--- src/pkg/cpm_pkg.sv ---
`default_nettype none
package cpm_pkg;
  // register indices as printed; byte address is four times the index
  localparam logic [9:0] IDX_REF_PERIOD = 10'h1d9;
  localparam logic [9:0] IDX_NOMINAL = 10'h1da;
  localparam logic [9:0] IDX_UPPER = 10'h1db;
  localparam logic [9:0] IDX_LOWER = 10'h1dc;
  localparam logic [9:0] IDX_SYS_CAPTURE = 10'h1dd;
  localparam logic [9:0] IDX_PLL_CAPTURE = 10'h1de;
  localparam logic [9:0] IDX_STATUS = 10'h1d8;
  localparam int ADDR_W = 12;
  localparam logic [13:0] RST_REF_PERIOD = 14'h30d3;
  localparam logic [15:0] RST_NOMINAL = 16'hf423;
  localparam logic [15:0] RST_UPPER = 16'h0044;
  localparam logic [15:0] RST_LOWER = 16'hf3df;
  localparam logic [15:0] RST_CAPTURE = 16'hf423;
  localparam int BIT_PLL_PPM = 5;
  localparam int BIT_PLL_FREQ = 6;
  localparam int BIT_SYS_PPM = 9;
  localparam int BIT_SYS_FREQ = 10;
  localparam logic [1:0] RESP_OKAY = 2'b00;
  localparam logic [1:0] RESP_SLVERR = 2'b10;
endpackage
`default_nettype wire

--- src/hdl/cpm_monitor.sv ---
// Local design decision: the AXI4-Lite register port.
`default_nettype none
module cpm_monitor (
  input wire logic CLK_I,
  input wire logic RST_N_I,
  input wire logic REF_TICK_I,
  input wire logic SYS_TICK_I,
  input wire logic PLL_TICK_I,
  input wire logic SYS_FREQ_LOST_I,
  input wire logic PLL_FREQ_LOST_I,
  input wire logic [cpm_pkg::ADDR_W-1:0] S_AXI_AWADDR_I,
  input wire logic S_AXI_AWVALID_I,
  output logic S_AXI_AWREADY_O,
  input wire logic [31:0] S_AXI_WDATA_I,
  input wire logic [3:0] S_AXI_WSTRB_I,
  input wire logic S_AXI_WVALID_I,
  output logic S_AXI_WREADY_O,
  output logic [1:0] S_AXI_BRESP_O,
  output logic S_AXI_BVALID_O,
  input wire logic S_AXI_BREADY_I,
  input wire logic [cpm_pkg::ADDR_W-1:0] S_AXI_ARADDR_I,
  input wire logic S_AXI_ARVALID_I,
  output logic S_AXI_ARREADY_O,
  output logic [31:0] S_AXI_RDATA_O,
  output logic [1:0] S_AXI_RRESP_O,
  output logic S_AXI_RVALID_O,
  input wire logic S_AXI_RREADY_I,
  output logic SYS_PPM_LOST_O,
  output logic PLL_PPM_LOST_O
);
  import cpm_pkg::*;

  // ticks are one-cycle enables standing for edges of the 25 MHz and 125 MHz clocks
  logic [13:0] ref_period;
  logic [15:0] nominal_count;
  logic [15:0] upper_limit;
  logic [15:0] lower_limit;
  logic [15:0] sys_capture;
  logic [15:0] pll_capture;
  logic [13:0] ref_cnt;
  logic [15:0] sys_cnt;
  logic [15:0] pll_cnt;
  logic system_ppm_lost_flag;
  logic pll_ppm_lost_flag;
  logic system_frequency_lost_flag;
  logic pll_frequency_lost_flag;
  logic rollover;

  function automatic logic in_range(input logic [15:0] cnt, input logic [15:0] lo,
                                    input logic [15:0] hi);
    in_range = (cnt >= lo) || (cnt <= hi);
  endfunction

  function automatic logic [15:0] mon_step(input logic [15:0] cnt, input logic [15:0] top);
    mon_step = (cnt == top) ? 16'h0000 : cnt + 16'h0001;
  endfunction

  function automatic logic [9:0] reg_index(input logic [ADDR_W-1:0] addr);
    reg_index = addr[ADDR_W-1:2];
  endfunction

  assign rollover = REF_TICK_I && (ref_cnt == 14'h0000);

  // reference counter reloads from the period setting when it reaches zero
  always_ff @(posedge CLK_I or negedge RST_N_I) begin
    if (!RST_N_I) begin
      ref_cnt <= RST_REF_PERIOD;
    end else if (REF_TICK_I) begin
      if (ref_cnt == 14'h0000) begin
        ref_cnt <= ref_period;
      end else begin
        ref_cnt <= ref_cnt - 14'h0001;
      end
    end
  end

  // monitored counters count up and roll back to zero past the nominal count, so a fast
  // clock ends its period small; a tick in the rollover cycle itself is not counted
  always_ff @(posedge CLK_I or negedge RST_N_I) begin
    if (!RST_N_I) begin
      sys_cnt <= 16'h0000;
      pll_cnt <= 16'h0000;
    end else begin
      if (rollover) begin
        sys_cnt <= 16'h0000;
      end else if (SYS_TICK_I) begin
        sys_cnt <= mon_step(sys_cnt, nominal_count);
      end
      if (rollover) begin
        pll_cnt <= 16'h0000;
      end else if (PLL_TICK_I) begin
        pll_cnt <= mon_step(pll_cnt, nominal_count);
      end
    end
  end

  always_ff @(posedge CLK_I or negedge RST_N_I) begin
    if (!RST_N_I) begin
      sys_capture <= RST_CAPTURE;
      pll_capture <= RST_CAPTURE;
    end else if (rollover) begin
      sys_capture <= sys_cnt;
      pll_capture <= pll_cnt;
    end
  end

  // write channel: accept address and data in either order
  logic aw_held;
  logic w_held;
  logic [ADDR_W-1:0] aw_addr;
  logic [31:0] w_data;
  logic [3:0] w_strb;
  logic wr_go;
  logic [9:0] wr_idx;
  logic wr_clear;

  assign wr_go = aw_held && w_held && !S_AXI_BVALID_O;
  assign wr_idx = reg_index(aw_addr);
  assign wr_clear = wr_go && (wr_idx == IDX_STATUS);

  always_ff @(posedge CLK_I or negedge RST_N_I) begin
    if (!RST_N_I) begin
      aw_held <= 1'b0;
      w_held <= 1'b0;
      aw_addr <= '0;
      w_data <= 32'h0000_0000;
      w_strb <= 4'h0;
      S_AXI_AWREADY_O <= 1'b1;
      S_AXI_WREADY_O <= 1'b1;
      S_AXI_BVALID_O <= 1'b0;
      S_AXI_BRESP_O <= RESP_OKAY;
    end else begin
      if (S_AXI_AWVALID_I && S_AXI_AWREADY_O) begin
        aw_held <= 1'b1;
        aw_addr <= S_AXI_AWADDR_I;
        S_AXI_AWREADY_O <= 1'b0;
      end
      if (S_AXI_WVALID_I && S_AXI_WREADY_O) begin
        w_held <= 1'b1;
        w_data <= S_AXI_WDATA_I;
        w_strb <= S_AXI_WSTRB_I;
        S_AXI_WREADY_O <= 1'b0;
      end
      if (wr_go) begin
        aw_held <= 1'b0;
        w_held <= 1'b0;
        S_AXI_BVALID_O <= 1'b1;
        case (wr_idx)
          IDX_REF_PERIOD, IDX_NOMINAL, IDX_UPPER, IDX_LOWER, IDX_STATUS,
          IDX_SYS_CAPTURE, IDX_PLL_CAPTURE: S_AXI_BRESP_O <= RESP_OKAY;
          default: S_AXI_BRESP_O <= RESP_SLVERR;
        endcase
      end
      if (S_AXI_BVALID_O && S_AXI_BREADY_I) begin
        S_AXI_BVALID_O <= 1'b0;
        S_AXI_AWREADY_O <= 1'b1;
        S_AXI_WREADY_O <= 1'b1;
      end
    end
  end

  // configuration registers; capture registers ignore writes
  always_ff @(posedge CLK_I or negedge RST_N_I) begin
    if (!RST_N_I) begin
      ref_period <= RST_REF_PERIOD;
      nominal_count <= RST_NOMINAL;
      upper_limit <= RST_UPPER;
      lower_limit <= RST_LOWER;
    end else if (wr_go) begin
      case (wr_idx)
        IDX_REF_PERIOD: begin
          if (w_strb[0]) ref_period[7:0] <= w_data[7:0];
          if (w_strb[1]) ref_period[13:8] <= w_data[13:8];
        end
        IDX_NOMINAL: begin
          if (w_strb[0]) nominal_count[7:0] <= w_data[7:0];
          if (w_strb[1]) nominal_count[15:8] <= w_data[15:8];
        end
        IDX_UPPER: begin
          if (w_strb[0]) upper_limit[7:0] <= w_data[7:0];
          if (w_strb[1]) upper_limit[15:8] <= w_data[15:8];
        end
        IDX_LOWER: begin
          if (w_strb[0]) lower_limit[7:0] <= w_data[7:0];
          if (w_strb[1]) lower_limit[15:8] <= w_data[15:8];
        end
        default: begin
        end
      endcase
    end
  end

  // sticky flags: a new event in the clearing cycle wins over the clear
  logic next_sys_ppm;
  logic next_pll_ppm;
  logic sys_ppm_event;
  logic pll_ppm_event;
  logic clr_sys_ppm;
  logic clr_pll_ppm;
  logic clr_sys_freq;
  logic clr_pll_freq;

  assign sys_ppm_event = rollover && !in_range(sys_cnt, lower_limit, upper_limit);
  assign pll_ppm_event = rollover && !in_range(pll_cnt, lower_limit, upper_limit);
  assign clr_sys_ppm = wr_clear && w_strb[1] && w_data[BIT_SYS_PPM];
  assign clr_pll_ppm = wr_clear && w_strb[0] && w_data[BIT_PLL_PPM];
  assign clr_sys_freq = wr_clear && w_strb[1] && w_data[BIT_SYS_FREQ];
  assign clr_pll_freq = wr_clear && w_strb[0] && w_data[BIT_PLL_FREQ];
  assign next_sys_ppm = sys_ppm_event || (system_ppm_lost_flag && !clr_sys_ppm);
  assign next_pll_ppm = pll_ppm_event || (pll_ppm_lost_flag && !clr_pll_ppm);

  always_ff @(posedge CLK_I or negedge RST_N_I) begin
    if (!RST_N_I) begin
      system_ppm_lost_flag <= 1'b0;
      pll_ppm_lost_flag <= 1'b0;
      SYS_PPM_LOST_O <= 1'b0;
      PLL_PPM_LOST_O <= 1'b0;
    end else begin
      system_ppm_lost_flag <= next_sys_ppm;
      pll_ppm_lost_flag <= next_pll_ppm;
      SYS_PPM_LOST_O <= next_sys_ppm;
      PLL_PPM_LOST_O <= next_pll_ppm;
    end
  end

  always_ff @(posedge CLK_I or negedge RST_N_I) begin
    if (!RST_N_I) begin
      system_frequency_lost_flag <= 1'b0;
      pll_frequency_lost_flag <= 1'b0;
    end else begin
      system_frequency_lost_flag <= SYS_FREQ_LOST_I ||
        (system_frequency_lost_flag && !clr_sys_freq);
      pll_frequency_lost_flag <= PLL_FREQ_LOST_I || (pll_frequency_lost_flag && !clr_pll_freq);
    end
  end

  // read channel; one outstanding read
  logic [15:0] rd_word;
  logic rd_ok;

  always_comb begin
    rd_word = 16'h0000;
    rd_ok = 1'b1;
    case (reg_index(S_AXI_ARADDR_I))
      IDX_REF_PERIOD: rd_word = {2'b00, ref_period};
      IDX_NOMINAL: rd_word = nominal_count;
      IDX_UPPER: rd_word = upper_limit;
      IDX_LOWER: rd_word = lower_limit;
      IDX_SYS_CAPTURE: rd_word = sys_capture;
      IDX_PLL_CAPTURE: rd_word = pll_capture;
      IDX_STATUS: begin
        rd_word[BIT_SYS_FREQ] = system_frequency_lost_flag;
        rd_word[BIT_SYS_PPM] = system_ppm_lost_flag;
        rd_word[BIT_PLL_FREQ] = pll_frequency_lost_flag;
        rd_word[BIT_PLL_PPM] = pll_ppm_lost_flag;
      end
      default: rd_ok = 1'b0;
    endcase
  end

  always_ff @(posedge CLK_I or negedge RST_N_I) begin
    if (!RST_N_I) begin
      S_AXI_ARREADY_O <= 1'b1;
      S_AXI_RVALID_O <= 1'b0;
      S_AXI_RDATA_O <= 32'h0000_0000;
      S_AXI_RRESP_O <= RESP_OKAY;
    end else begin
      if (S_AXI_ARVALID_I && S_AXI_ARREADY_O) begin
        S_AXI_ARREADY_O <= 1'b0;
        S_AXI_RVALID_O <= 1'b1;
        S_AXI_RDATA_O <= {16'h0000, rd_word};
        S_AXI_RRESP_O <= rd_ok ? RESP_OKAY : RESP_SLVERR;
      end else if (S_AXI_RVALID_O && S_AXI_RREADY_I) begin
        S_AXI_RVALID_O <= 1'b0;
        S_AXI_ARREADY_O <= 1'b1;
      end
    end
  end

  AST_CAPTURE_SYS: assert property (@(posedge CLK_I) disable iff (!RST_N_I)
    rollover |=> sys_capture == $past(sys_cnt)) else $error("sys capture not latched");
  AST_CAPTURE_PLL: assert property (@(posedge CLK_I) disable iff (!RST_N_I)
    !rollover |=> $stable(pll_capture)) else $error("pll capture moved off rollover");
  AST_RELOAD_MON: assert property (@(posedge CLK_I) disable iff (!RST_N_I)
    rollover |=> sys_cnt == 16'h0000) else $error("monitor not restarted");
  AST_MON_WRAP: assert property (@(posedge CLK_I) disable iff (!RST_N_I)
    (!rollover && SYS_TICK_I && sys_cnt == nominal_count) |=> sys_cnt == 16'h0000)
    else $error("monitor count did not roll back");
  AST_REF_RELOAD: assert property (@(posedge CLK_I) disable iff (!RST_N_I)
    rollover |=> ref_cnt == $past(ref_period)) else $error("reference not reloaded");
  AST_SYS_FLAG_SET: assert property (@(posedge CLK_I) disable iff (!RST_N_I)
    sys_ppm_event |=> system_ppm_lost_flag && SYS_PPM_LOST_O) else $error("sys flag not set");
  AST_PLL_FLAG_SET: assert property (@(posedge CLK_I) disable iff (!RST_N_I)
    pll_ppm_event |=> pll_ppm_lost_flag) else $error("pll flag not set");
  AST_IN_RANGE_QUIET: assert property (@(posedge CLK_I) disable iff (!RST_N_I)
    (rollover && sys_cnt <= upper_limit && !system_ppm_lost_flag) |=> !system_ppm_lost_flag)
    else $error("flag on in-range count");
  AST_UPPER_CMP: assert property (@(posedge CLK_I) disable iff (!RST_N_I)
    (rollover && sys_cnt > upper_limit && sys_cnt < lower_limit) |=> system_ppm_lost_flag)
    else $error("out of range missed");
  AST_FREQ_STICKY: assert property (@(posedge CLK_I) disable iff (!RST_N_I)
    (system_frequency_lost_flag && !clr_sys_freq) |=> system_frequency_lost_flag)
    else $error("freq flag dropped");
  AST_LOWER_CMP: assert property (@(posedge CLK_I) disable iff (!RST_N_I)
    (rollover && pll_cnt >= lower_limit && !pll_ppm_lost_flag) |=> !pll_ppm_lost_flag)
    else $error("flag on slow in-range count");
  COV_ROLL: cover property (@(posedge CLK_I) disable iff (!RST_N_I) rollover);
  COV_SYS_LOST: cover property (@(posedge CLK_I) disable iff (!RST_N_I) sys_ppm_event);
  COV_CLEAR: cover property (@(posedge CLK_I) disable iff (!RST_N_I) clr_sys_ppm);
endmodule
`default_nettype wire

--- config.mk ---
export PLATFORM = sky130hd
export DESIGN_NAME = cpm_monitor
export DESIGN_NICKNAME = d
export VERILOG_FILES = /design/src/pkg/cpm_pkg.sv /design/src/hdl/cpm_monitor.sv
export SDC_FILE = /design/constraint.sdc
export NUM_CORES = 1
export LEC_CHECK = 0
export BUFFER_PORTS_ARGS = -buffer_cell sky130_fd_sc_hd__buf_2
export CAP_MARGIN = 25
export CORE_UTILIZATION = 40
export CTS_CLUSTER_DIAMETER = 30
export DETAILED_ROUTE_END_ITERATION = 10
export PLACE_DENSITY = 0.62
export SYNTH_ARGS = -nofsm -noshare
export SYNTH_HDL_FRONTEND = slang
export SYNTH_SLANG_ARGS = --single-unit
--- constraint.sdc ---
create_clock -name CLK_I -period 3.08 [get_ports CLK_I]
set_input_delay 0.924 -clock CLK_I [delete_from_list [all_inputs] [get_ports CLK_I]]
set_output_delay 0.924 -clock CLK_I [all_outputs]
set_load 0.02 [all_outputs]
==> PnR_summary.wiki <==
{| class="wikitable"
! Metric !! Value
|-
| Outcome || complete, no violations
|-
| VDD IR-drop max || 0.372 mV
|-
| Reg-to-Reg End || pll_cnt[10]
|-
| CTS Root Cell || clkbuf_16
|-
| Half-perimeter wire length of the detailed placement result || 23100 um
|-
| Leakage dissipation || 5.49 nW
|-
| Global route overflow || 0
|-
| Proportion of layout cells with a drive suffix above 1 || 0.257
|-
| Final hold violation count || 0
|-
| Most frequently used flop master after synthesis || dfrtp_1
|-
| I/O pins || 115
|-
| Start point of the worst hold path || pll_capture[10]
|-
| Number of buffers inserted by hold repair at cts || 0
|-
| Design area || 12500 um2
|-
| Sw power || 2.80 mW
|-
| Total length of routed met2 wires || 14400 um
|-
| Post-Route M1 WL || 13900 um
|-
| DRC violation count after routing || 0
|-
| H-tree depth reported by CTS || 4
|-
| Final critical-path share of the clock period || 0.843
|-
| Uppermost signal routing layer after detailed routing || met5
|-
| Pre-Repair DR Iteration Count || 5
|-
| Commonest non-fill, non-tap cell in the layout || nand2_1
|-
| CTS Buffer Depth || 2
|-
| Wire length of the first global-routing pass || 48600 um
|-
| Post-detailed-route via-to-cell ratio || 5.67
|-
| Violation count after the first detailed-routing iteration || 684
|-
| Cells after Synth || 1070
|-
| Power per unit of standard cell area || 626 nW/um2
|-
| Number of storage elements in the synthesis netlist || 197
|-
| Post-Route WL || 30600 um
|-
| Initial Util || 0.406
|-
| Worst reg-to-reg path cell count || 6
|-
| Total CTS buffers || 17
|-
| Sum of internal, switching and leakage power || 7.80 mW
|-
| Number of placed instances, taps included || 1483
|-
| Netlist area before placement || 10900 um2
|-
| Fmax achieved || 0.385 GHz
|-
| Number of max-cap violations || 0
|-
| Commonest cells after routing, fill and taps aside || nand2_1 (144), dfrtp_1 (141), mux2_2 (90), buf_2 (73), o21ai_0 (68)
|-
| Required time of the worst setup path || 3.43 ns
|-
| Worst skew pair latency || 0.46 ns
|-
| Total via count after detailed routing || 8603
|-
| Worst-path fanout max || 21
|-
| Min-Delay Path Class || reg2reg
|-
| Maximum number of pins on one net before global-route repair || 65
|-
| Overall global routing resource usage || 0.227
|-
| Number of cells in the finished layout apart from fillers || 1516
|-
| I/O Buffers || 74
|-
| X dimension of the die || 167 um
|-
| WHS Path Cells || 2
|-
| Global placer's final weighted congestion || 0.882
|-
| RSZ-0062 raised after global routing || false
|-
| Internal power consumption || 5.01 mW
|-
| CP Capture Type || register
|-
| Final critical delay including setup and external delays || 2.60 ns
|-
| Synth cell types || 64
|-
| Number of flops mapped to enable cells by yosys || 0
|-
| Synth top area cells || dfrtp_1 (32%), dfstp_2 (13%), mux2_2 (9.3%)
|-
| Num rows || 60
|-
| Fill cell instance count of the final layout || 2537
|-
| Warning count from the yosys run || 0
|-
| Kind of critical path || reg2reg
|-
| Vert. Die Dim || 167 um
|-
| Count of clock tree sinks || 197
|-
| Clock tree from TritonCTS || built
|-
| Pin slew with the least headroom to its limit || 1.01 ns
|-
| Die Footprint || 27900 um2
|-
| FF-to-FF setup slack || 0.48 ns
|-
| Post-CTS repair timing setup buffer count || 0
|-
| Antenna violations before repair || 1
|-
| Portion of total power attributed to combinational logic || 0.223
|-
| Worst-case headroom to the max-slew limit || 0.324
|-
| Clock network fraction of design power || 0.312
|-
| Share of synthesized flip-flops with an asynchronous set or reset || 1.00
|-
| Core Footprint || 26900 um2
|-
| # nets final || 1300
|-
| Sum of negative setup slack || 0 ns
|-
| Startpoint type of the worst setup path || register
|-
| Syn_area_per_cell || 10.2 um2
|-
| Post-synth top area cell || dfrtp_1
|-
| Worst hold-check slack || 0.457 ns
|-
| Data arrival, critical path || 2.94 ns
|-
| Net switching share of the total power || 0.359
|-
| Final setup violation count || 0
|-
| Count of antenna-violating nets left after detailed routing || 0
|-
| Share of synthesized area occupied by flip-flops and latches || 0.458
|-
| Layout overhead on the synthesized area || 14.2%
|-
| Maximum clock skew at final layout || 0.0199 ns
|-
| Register share of total power || 0.465
|-
| Met3 WL post-DR || 1520 um
|-
| Routed len/inst || 20.2 um
|-
| Number of instances resized during post-cts repair || 0
|-
| Reg clk slew, reported paths || 0.09 ns
|-
| Area fraction of the dominant cell type after synthesis || 0.323
|-
| R2R Path Start || ref_cnt[3]
|-
| Vias in the first global route || 8293
|-
| Max-slew violation count || 0
|-
| Hold EP || pll_capture[10]
|-
| Cell area after placement || 11800 um2
|}
[cells in the mapped netlist (4+ instances only)]
master,n
a2111oi_0,4
a21o_1,13
a21oi_1,38
a221oi_1,11
a22o_1,14
a22oi_1,11
a31oi_1,5
a32oi_1,8
and3_1,13
and4_1,5
buf_2,7
buf_4,18
clkbuf_1,27
dfrtp_1,141
dfstp_2,56
ha_1,67
inv_1,53
mux2_2,90
mux2i_1,11
nand2_1,144
nand2b_1,7
nand3_1,29
nand4_1,27
nor2_1,50
nor2b_1,10
nor3_1,19
nor4_1,8
o211ai_1,6
o21a_1,4
o21ai_0,68
o21ai_1,7
o22ai_1,6
o31ai_1,7
or3_1,4
xnor2_1,35
[critical path, stage by stage (launching register included)]
cell and delay, ns:
dfrtp_1 0.44, or4_1 0.66, nor4_4 0.37, buf_12 0.21, or2_0 0.42, o21ai_1 0.13, a22o_1 0.24
[final cells by class]
class | instances | area [um2] | share of cell area
sequential | 197 | 5000 | 0.401
timing repair buffer | 112 | 714 | 0.0573
inverter | 53 | 199 | 0.0160
multi-input combinational | 780 | 5480 | 0.440
tap | 341 | 427 | 0.0342
clock buffer | 17 | 425 | 0.0341
clock inverter | 15 | 216 | 0.0174
antenna | 1 | 2.50 | 0.000201
[metal layers]
| layer | vias up | global-route usage |
|---|---|---|
| li1 | 4035 | - |
| met1 | 4274 | 0.308 |
| met2 | 249 | 0.365 |
| met3 | 43 | 0.0466 |
| met4 | 2 | 0.0682 |
| met5 | - | 0.0191 |
[worst max-delay path by stage]
stage	cells past startpoint	endpoint	from
after floorplan	7	S_AXI_RDATA_O[11]	S_AXI_ARADDR_I[11]
after global placement	7	S_AXI_RDATA_O[5]	S_AXI_ARADDR_I[11]
after detailed placement	7	S_AXI_RDATA_O[5]	S_AXI_ARADDR_I[11]
after CTS	6	pll_cnt[4]	ref_cnt[3]
after global routing	6	pll_cnt[4]	ref_cnt[3]
final	6	pll_cnt[10]	ref_cnt[3]
[power by group through the flow]
stage	clock network [mW]	registers, mW	logic, mW
floorplan	0	3.49	1.22
global placement	0	3.67	1.66
detailed placement	0	3.67	1.72
CTS	2.47	3.63	1.74
global route	2.57	3.70	1.95
finish	2.43	3.63	1.74
[stage by stage]
step	setup slack [ns]	util
floorplan	0.403	-
global placement	0.220	0.440
detailed placement	0.170	0.440
CTS	0.498	0.464
global route	0.338	0.464
finish	0.485	0.464
[flip-flops by register name (all words and copies together), names as in the netlist, 2 cells and up]
signal,flops
sys_cnt,16
lower_limit,16
ref_period,14
nominal_count,16
pll_capture,16
sys_capture,16
aw_addr,10
S_AXI_RDATA_O,16
ref_cnt,14
w_strb,2
w_data,16
pll_cnt,16
upper_limit,16
[logic make-up (layout without fill, tap and decap cells)]
| logic type | Yosys count | count (layout) | share of synthesized area |
|---|---|---|---|
| mux | 104 | 104 | 0.109 |
| other cells | 1 | 19 | 0.000344 |
| simple gates | 337 | 337 | 0.150 |
| fa+ha+maj | 67 | 67 | 0.0768 |
| buf+inv | 110 | 197 | 0.0463 |
| xor+xnor | 36 | 36 | 0.0289 |
| compound gates | 218 | 218 | 0.130 |
| flops | 197 | 197 | 0.458 |
No activity file was read; power rests on OpenSTA's default activity.
